==> src/rtl/tx_bias_params.svh <==
// Register indices, field positions, reset values and bias limits
`ifndef TX_BIAS_PARAMS_SVH
`define TX_BIAS_PARAMS_SVH

`define IDX_AMP_EQ 5'h0B
`define IDX_MOD_LEVEL 5'h0C
`define IDX_SHAPING 5'h0D
`define IDX_XPOINT 5'h0E
`define IDX_BIAS_HIGH 5'h0F

`define REG_RESET 8'h00
`define UNMAPPED_READ 8'h00

`define AMP_RANGE_BIT 7
`define PEAK_BIT 6
`define TCOMP_HI 5
`define TCOMP_LO 4
`define EQ_HI 3
`define EQ_LO 0

`define LEG_BIT 7
`define SE_BIT 6
`define DEEMPH_DLY_BIT 5
`define SLOW_BIT 4
`define DEEMPH_HI 3
`define DEEMPH_LO 0

`define XP_DIR_BIT 7
`define XP_MAG_HI 6
`define XP_MAG_LO 0

`define PD_RANGE_3UA_BIT 1
`define PD_RANGE_1P5UA 2'h1

// Open-loop step and ceiling, in microamps
`define BIAS_MAX_UA 150000
`define OPEN_STEP_UA 147
`define OPEN_CODE_MAX (`BIAS_MAX_UA / `OPEN_STEP_UA)

`endif

==> src/rtl/tx_bias_pkg.sv <==
// Types shared by the transmit control register bank
package tx_bias_pkg;

    typedef enum logic [1:0] {
        UNIT_0P75_UA,
        UNIT_1P5_UA,
        UNIT_3_UA
    } pd_unit_t;

    typedef struct packed {
        logic wr;
        logic rd;
        logic [4:0] addr;
        logic [7:0] wdata;
    } reg_req_t;

    typedef struct packed {
        logic open_loop_en;
        logic [1:0] pd_range_sel;
        logic bias_sink_sel;
        logic [1:0] bias_code_lsbs;
    } bias_cfg_t;

    typedef struct packed {
        logic amp_range_half;
        logic peaking_width_sel;
        logic [1:0] temp_comp_sel;
        logic [3:0] input_eq_level;
        logic [7:0] mod_level_code;
        logic output_leg_sel;
        logic single_ended_sel;
        logic deemph_delayed_sel;
        logic slow_edge_sel;
        logic [3:0] deemph_level;
        logic crosspoint_dir;
        logic [6:0] crosspoint_mag;
    } drive_ctrl_t;

    typedef struct packed {
        logic open_loop;
        logic sink;
        pd_unit_t unit;
        logic [9:0] bias_code;
        logic clamped;
    } bias_ctrl_t;

    typedef struct packed {
        logic [7:0] amp_eq_reg;
        logic [7:0] mod_level_reg;
        logic [7:0] shaping_reg;
        logic [7:0] xpoint_reg;
        logic [7:0] bias_high_reg;
        logic [7:0] rdata_reg;
        bias_ctrl_t bias_reg;
    } bank_state_t;

endpackage

==> src/rtl/tx_output_bias_ctrl_regs.sv <==
// Transmit amplitude, shaping and bias-high control registers
`timescale 1ns/100ps
`include "tx_bias_params.svh"

module tx_output_bias_ctrl_regs (
    input wire logic clk,
    input wire logic rst_n,
    input wire tx_bias_pkg::reg_req_t req,
    input wire tx_bias_pkg::bias_cfg_t bias_cfg,
    output tx_bias_pkg::drive_ctrl_t drive,
    output tx_bias_pkg::bias_ctrl_t bias,
    output logic [7:0] rdata
);
    import tx_bias_pkg::*;

    localparam logic [9:0] OPEN_CODE_MAX = 10'(`OPEN_CODE_MAX);

    bank_state_t state_reg;
    bank_state_t state_next;
    logic [9:0] code_full;

    always_comb begin
        state_next = state_reg;
        // Write lands at the next edge; no other access side effects
        if (req.wr) begin
            if (req.addr == `IDX_AMP_EQ) begin
                state_next.amp_eq_reg = req.wdata;
            end else if (req.addr == `IDX_MOD_LEVEL) begin
                state_next.mod_level_reg = req.wdata;
            end else if (req.addr == `IDX_SHAPING) begin
                state_next.shaping_reg = req.wdata;
            end else if (req.addr == `IDX_XPOINT) begin
                state_next.xpoint_reg = req.wdata;
            end else if (req.addr == `IDX_BIAS_HIGH) begin
                state_next.bias_high_reg = req.wdata;
            end
        end
        // Read returns the value held before any same-cycle write
        if (req.rd) begin
            if (req.addr == `IDX_AMP_EQ) begin
                state_next.rdata_reg = state_reg.amp_eq_reg;
            end else if (req.addr == `IDX_MOD_LEVEL) begin
                state_next.rdata_reg = state_reg.mod_level_reg;
            end else if (req.addr == `IDX_SHAPING) begin
                state_next.rdata_reg = state_reg.shaping_reg;
            end else if (req.addr == `IDX_XPOINT) begin
                state_next.rdata_reg = state_reg.xpoint_reg;
            end else if (req.addr == `IDX_BIAS_HIGH) begin
                state_next.rdata_reg = state_reg.bias_high_reg;
            end else begin
                state_next.rdata_reg = `UNMAPPED_READ;
            end
        end
        // Ten-bit code rebuilt every cycle from both halves, so a
        // split update shows a partial code until both halves are set; the
        // upper half is taken after this cycle's write so the code
        // follows a write one cycle later, like the other fields
        code_full = {state_next.bias_high_reg,
                     bias_cfg.bias_code_lsbs};
        state_next.bias_reg.open_loop = bias_cfg.open_loop_en;
        state_next.bias_reg.sink = bias_cfg.bias_sink_sel;
        if (bias_cfg.pd_range_sel[`PD_RANGE_3UA_BIT]) begin
            state_next.bias_reg.unit = UNIT_3_UA;
        end else if (bias_cfg.pd_range_sel == `PD_RANGE_1P5UA) begin
            state_next.bias_reg.unit = UNIT_1P5_UA;
        end else begin
            state_next.bias_reg.unit = UNIT_0P75_UA;
        end
        // Open loop step is fixed, so the current ceiling maps to a
        // code ceiling; closed loop depends on the coupling ratio,
        // which only the analog loop knows, so the code passes through
        if (bias_cfg.open_loop_en && code_full > OPEN_CODE_MAX) begin
            state_next.bias_reg.bias_code = OPEN_CODE_MAX;
            state_next.bias_reg.clamped = 1'b1;
        end else begin
            state_next.bias_reg.bias_code = code_full;
            state_next.bias_reg.clamped = 1'b0;
        end
    end

    always_ff @(posedge clk or negedge rst_n) begin
        if (!rst_n) begin
            state_reg.amp_eq_reg <= `REG_RESET;
            state_reg.mod_level_reg <= `REG_RESET;
            state_reg.shaping_reg <= `REG_RESET;
            state_reg.xpoint_reg <= `REG_RESET;
            state_reg.bias_high_reg <= `REG_RESET;
            state_reg.rdata_reg <= `REG_RESET;
            state_reg.bias_reg <= '0;
        end else begin
            state_reg <= state_next;
        end
    end

    always_comb begin
        drive.amp_range_half = state_reg.amp_eq_reg[`AMP_RANGE_BIT];
        drive.peaking_width_sel = state_reg.amp_eq_reg[`PEAK_BIT];
        drive.temp_comp_sel =
            state_reg.amp_eq_reg[`TCOMP_HI:`TCOMP_LO];
        drive.input_eq_level = state_reg.amp_eq_reg[`EQ_HI:`EQ_LO];
        drive.mod_level_code = state_reg.mod_level_reg;
        drive.output_leg_sel = state_reg.shaping_reg[`LEG_BIT];
        drive.single_ended_sel = state_reg.shaping_reg[`SE_BIT];
        drive.deemph_delayed_sel =
            state_reg.shaping_reg[`DEEMPH_DLY_BIT];
        drive.slow_edge_sel = state_reg.shaping_reg[`SLOW_BIT];
        drive.deemph_level =
            state_reg.shaping_reg[`DEEMPH_HI:`DEEMPH_LO];
        drive.crosspoint_dir = state_reg.xpoint_reg[`XP_DIR_BIT];
        drive.crosspoint_mag =
            state_reg.xpoint_reg[`XP_MAG_HI:`XP_MAG_LO];
        bias = state_reg.bias_reg;
        rdata = state_reg.rdata_reg;
    end

endmodule

==> config.mk <==
export PLATFORM = sky130hd
export DESIGN_NAME = tx_output_bias_ctrl_regs
export DESIGN_NICKNAME = d
export VERILOG_FILES = /design/src/rtl/tx_bias_pkg.sv /design/src/rtl/tx_output_bias_ctrl_regs.sv
export VERILOG_INCLUDE_DIRS = /design/src /design/src/rtl
export SDC_FILE = /design/constraint.sdc
export NUM_CORES = 1
export LEC_CHECK = 0
export BUFFER_PORTS_ARGS = -buffer_cell sky130_fd_sc_hd__buf_4
export CAP_MARGIN = 20
export CELL_PAD_IN_SITES_DETAIL_PLACEMENT = 0
export CELL_PAD_IN_SITES_GLOBAL_PLACEMENT = 2
export CORE_AREA = 2 2 96 98
export CTS_BUF_LIST = sky130_fd_sc_hd__clkbuf_8
export CTS_CLUSTER_SIZE = 14
export DETAILED_ROUTE_END_ITERATION = 10
export DIE_AREA = 0 0 98 100
export PLACE_DENSITY_LB_ADDON = 0.1
export SYNTH_ARGS = -nofsm -noshare
export SYNTH_HDL_FRONTEND = slang
export SYNTH_SLANG_ARGS = --single-unit
==> constraint.sdc <==
create_clock -name clk -period 1.3 [get_ports clk]
set_input_delay 0.13 -clock clk [delete_from_list [all_inputs] [get_ports clk]]
set_output_delay 0.13 -clock clk [all_outputs]
set_load 0.02 [all_outputs]
# Word-level counts from Yosys, hierarchy flattened
# Index checks and enable logic that the tools add are counted.
# totals
register_bits	63
input_bits	23
output_inout_bits	55
wordCells	40
# classes
magnitude_cmp	1
n_eq_ne	6
n_mux	14
n_bitwise	3
reduce_logical	5
# op_table
operator	count
$mux 8	11
$eq 5x4->1 const B	5
$mux 11	1
$gt 10x10->1 const B	1
$reduce_and 5->1	1
$reduce_and 4->1	1
$not 1->1	3
$reduce_and 3->1	1
$eq 2x1->1 const B	1
$mux 2	1
$reduce_and 2->1	1
$logic_and 1x1->1	1
$mux 1	1

# Depth between registers and ports, before layout
# depth
depth_word	10
ltp_mapped	6

# Worst setup path before layout
# Ideal clock, no wire load.
# synth_timing
kind	input port to flip-flop
from	input port req[9] (netlist bit)
to	register state_reg[23] (netlist bit)
setup_time_ns	0.125
t_arrival_ns	1.325
slack_ns	-0.150
cell_stages	5
cell_sequence	clkbuf_1 > nand2_1 > nor2_2 > buf_4 > mux2_2
# synth_between
elab_chain_cells	7
# synth_rtl
element	line	rtl
start, declared	tx_output_bias_ctrl_regs.sv:8	input wire tx_bias_pkg::reg_req_t req,
$eq 5x4->1 (no source line)	n/a	
$mux 8	tx_output_bias_ctrl_regs.sv:34	end else if (req.addr == `IDX_BIAS_HIGH) begin
$mux 8	tx_output_bias_ctrl_regs.sv:32	end else if (req.addr == `IDX_XPOINT) begin
$mux 8	tx_output_bias_ctrl_regs.sv:30	end else if (req.addr == `IDX_SHAPING) begin
$mux 8	tx_output_bias_ctrl_regs.sv:28	end else if (req.addr == `IDX_MOD_LEVEL) begin
$mux 8 *	tx_output_bias_ctrl_regs.sv:26	if (req.addr == `IDX_AMP_EQ) begin
$mux 8 *	tx_output_bias_ctrl_regs.sv:25	if (req.wr) begin
net code_full[2]	tx_output_bias_ctrl_regs.sv:20	logic [9:0] code_full;
end signal, assigned	tx_output_bias_ctrl_regs.sv:91	state_reg <= state_next;
end, declared	tx_output_bias_ctrl_regs.sv:18	bank_state_t state_reg;
# The timed path passes the listed nets; every way through them passes the cells marked *.
# A chain may end at the register's enable or synchronous reset.

==> out/metrics.yaml <==
run_status: "finished clean"
drt_iter0_drc: 72
die_height_um: 100
tot_gr_track_use: 0.156
post_drt_via_cell_ratio: 4.82
regToRegSetupSlack_ns: 0.09
layout_worst_path_cycle_share: 0.928
synth-seq-area-share: 0.508
fmaxAchievable_mhz: 829
synthesis.area_per_instance_um2: 12.2
postSynthCellCount: 254
setup_viol: 0
drt_wl_total_mm: 7.25
core_um2: 8890
grt_start_max_net_pins: 64
clock-root-buffer: "sky130_fd_sc_hd__clkbuf_8"
finalCriticalPeriod_ns: 1.21
drive_above_1_share: 0.538
finish.utilization: 0.437
antenna_found_initial: 0
critPathCaptureType: "flop"
grt_remaining_overflow: 0
worst_setup_hold_path_clk_slew_ns: 0.07
whs_ns: 0.0153
global_route.peak_usage_layer: "met2"
antenna_cells: 0
num-nets-final: 331
synth_nets: 277
place.detailed.hpwl_mm: 5.19
report.power.total_mw: 5.77
worst_slew_pin_tran_ns: 0.370
cts_num_sinks: 63
finalClockSkew_ns: 0.00894
tns_ns: 0
fp.dieArea_um2: 9800
tritoncts: "built"
power_density_nw_per_um2: 1480
grt_met3_usage: 0.0341
rsz0062_at_grt: "false"
dieWidth_um: 98
final_cell_area_um2: 3880
setup.worst_path.start_class: "flop"
global_placement_routability_congestion: 0.743
hold_viol_final: 0
ctsLongestPathBuffers: 2
grt_util_met1: 0.214
synth.yosys.warnings: 0
worstPathArrival_ns: 1.44
netlist-cell-type-count: 26
hold_class: "primary input to flop"
ys_seq_elements: 63
cts_inserted_buffers: 9
worstSkewPairLatency_ns: 0.33
detailed_routing_iterations_pass_1: 4
crit_path_max_fanout: 3
flip_flop_count_of_the_largest_register_after_layout: 32
critPathRequiredTime_ns: 1.53
post_drt_wl_per_cell_um: 17.1
static-leakage-power_nw: 1.88
detail_route.drc_violations: 0
num_vias: 2037
port_bufs: 77
crit_path_cell_trace: "nand4_1, o22ai_1, o311ai_0, buf_4, and2_1"
first_global_vias: 2097
slew_viol_final: 0
dpl-instance-area_um2: 3640
crit_type: "flop to flop"
synth.cell_area_um2: 3100
cts_htree_levels: 3
design.portCount: 78
areaGrowthSynthToFinish_pct: 25.2
relSlewSlack: 0.750
highest_ir_drop_seen_on_vdd_mv: 0.578
initial_core_util: 0.349
grt_pass1_wl_mm: 11.5
rows: 35
critical_path.slowest_cell: "sky130_fd_sc_hd__dfrtp_1"
grt.met2_usage: 0.233
final_antenna_net_count: 0
drv_cap: 0
largest_stage_delay_worst_path_ns: 0.35
cts.repair.resized: 0
==> repair_timing <==
item,4_1_cts,5_1_grt
endpoints found under the setup margin,0,0
buffers inserted,0,0
hold endpoints to repair,68,0
hold buffers,5,0
==> critical path, delay by kind of cell (launching register included) <==
| kind | cells | cell delay, ns |
|---|---|---|
| simple gates | 2 | 0.26 |
| buf+inv | 1 | 0.17 |
| flops | 1 | 0.35 |
| compound gates | 2 | 0.31 |
==> synthesized netlist by cell type <==
library cell,number,area (µm²)
sky130_fd_sc_hd__o21a_1,1,7.51
sky130_fd_sc_hd__and2_1,3,18.8
sky130_fd_sc_hd__buf_6,1,11.3
sky130_fd_sc_hd__nor4bb_1,1,10.0
sky130_fd_sc_hd__a21oi_1,16,80.1
sky130_fd_sc_hd__nor2_2,3,18.8
sky130_fd_sc_hd__buf_2,4,20.0
sky130_fd_sc_hd__o311ai_0,2,17.5
sky130_fd_sc_hd__nand4_1,4,25.0
sky130_fd_sc_hd__buf_4,56,420
sky130_fd_sc_hd__nor2_1,1,3.75
sky130_fd_sc_hd__or3b_1,1,8.76
sky130_fd_sc_hd__o22ai_1,16,100
sky130_fd_sc_hd__mux2_4,8,120
sky130_fd_sc_hd__nand4bb_1,1,11.3
sky130_fd_sc_hd__nand3_1,1,5.00
sky130_fd_sc_hd__nand4b_1,2,17.5
sky130_fd_sc_hd__nand3b_1,1,7.51
sky130_fd_sc_hd__dfrtp_1,63,1580
sky130_fd_sc_hd__nor2b_1,10,62.6
sky130_fd_sc_hd__mux2i_1,8,80.1
sky130_fd_sc_hd__clkbuf_1,4,15.0
sky130_fd_sc_hd__inv_1,3,11.3
sky130_fd_sc_hd__nand2_1,3,11.3
sky130_fd_sc_hd__mux2_2,38,428
sky130_fd_sc_hd__o21ai_0,3,15.0
==> metrics by stage <==
stage,cells,setup WS [ns]
after floorplan,254,-0.0816
after global placement,403,-0.237
after detailed placement,403,-0.206
after CTS,423,0.0753
after global routing,423,0.0205
final,423,0.0939
==> cell families (layout without fill, tap and decap cells) <==
logic type | count (synthesis) | count (layout) | synth area share
AOI/OAI and AO/OA | 38 | 38 | 0.0710
muxes | 54 | 54 | 0.202
and+or+nand+nor | 31 | 31 | 0.0645
buffers and inverters | 68 | 126 | 0.154
DFF | 63 | 63 | 0.508
==> area by class of cell <==
| class | count | area [µm²] |
|---|---|---|
| fillers | 860 | 5000 |
| clock buffers | 11 | 151 |
| multi-input cells | 123 | 1110 |
| repair buffers | 108 | 848 |
| inverters | 3 | 11.3 |
| clock inverters | 4 | 46.3 |
| well taps | 111 | 139 |
| flip-flops and latches | 63 | 1580 |
==> path summary, 6_finish.rpt <==
check	startpoint	cells past startpoint	to
setup / recovery	state_reg[28]$_DFF_PN0_	5	bias[1]$_DFF_PN0_
hold / removal	bias_cfg[0]	2	bias[1]$_DFF_PN0_
setup reg to reg	state_reg[28]$_DFF_PN0_	5	bias[1]$_DFF_PN0_
hold reg to reg	drive[6]$_DFFE_PN0P_	1	drive[6]$_DFFE_PN0P_
max in group asynchronous	rst_n	3	bias[11]$_DFF_PN0_
min in group asynchronous	rst_n	3	state_reg[28]$_DFF_PN0_
==> power by group <==
part	switching (mW)	internal, mW	total [mW]
logic	0.722	0.803	1.52
registers	0.243	2.28	2.53
clock network	0.745	0.970	1.71
total	1.71	4.06	5.77
==> per-layer routing <==
| metal | routed length [µm] | vias to the layer above |
|---|---|---|
| met1 | 3320 | 1013 |
| met4 | 189 | 0 |
| met3 | 345 | 13 |
| met2 | 3390 | 63 |
| met5 | 0 | - |
| li1 | - | 948 |
==> cells in the final DEF, fill, tap and decap left out <==
| master | count |
|---|---|
| sky130_fd_sc_hd__nand2_2 | 1 |
| sky130_fd_sc_hd__nand3_1 | 1 |
| sky130_fd_sc_hd__nor2_4 | 2 |
| sky130_fd_sc_hd__inv_1 | 4 |
| sky130_fd_sc_hd__dlygate4sd3_1 | 5 |
| sky130_fd_sc_hd__and2_1 | 2 |
| sky130_fd_sc_hd__and2_4 | 1 |
| sky130_fd_sc_hd__mux2_2 | 25 |
| sky130_fd_sc_hd__bufinv_16 | 1 |
| sky130_fd_sc_hd__nor4bb_1 | 1 |
| sky130_fd_sc_hd__a21oi_1 | 16 |
| sky130_fd_sc_hd__clkinv_2 | 1 |
| sky130_fd_sc_hd__mux2i_1 | 8 |
| sky130_fd_sc_hd__o21a_1 | 1 |
| sky130_fd_sc_hd__buf_4 | 101 |
| sky130_fd_sc_hd__nand4bb_1 | 1 |
| sky130_fd_sc_hd__clkinvlp_4 | 1 |
| sky130_fd_sc_hd__o311ai_0 | 2 |
| sky130_fd_sc_hd__or3b_1 | 1 |
| sky130_fd_sc_hd__buf_12 | 2 |
| sky130_fd_sc_hd__o22ai_1 | 16 |
| sky130_fd_sc_hd__clkbuf_8 | 11 |
| sky130_fd_sc_hd__nand3b_1 | 1 |
| sky130_fd_sc_hd__dfrtp_1 | 63 |
| sky130_fd_sc_hd__nor2b_1 | 10 |
| sky130_fd_sc_hd__nand2_1 | 2 |
| sky130_fd_sc_hd__nand4_1 | 4 |
| sky130_fd_sc_hd__nand4b_1 | 2 |
| sky130_fd_sc_hd__nor2_2 | 1 |
| sky130_fd_sc_hd__nor2_1 | 1 |
| sky130_fd_sc_hd__o21ai_0 | 3 |
| sky130_fd_sc_hd__mux2_4 | 21 |
No activity file was read; power rests on OpenSTA's default activity.
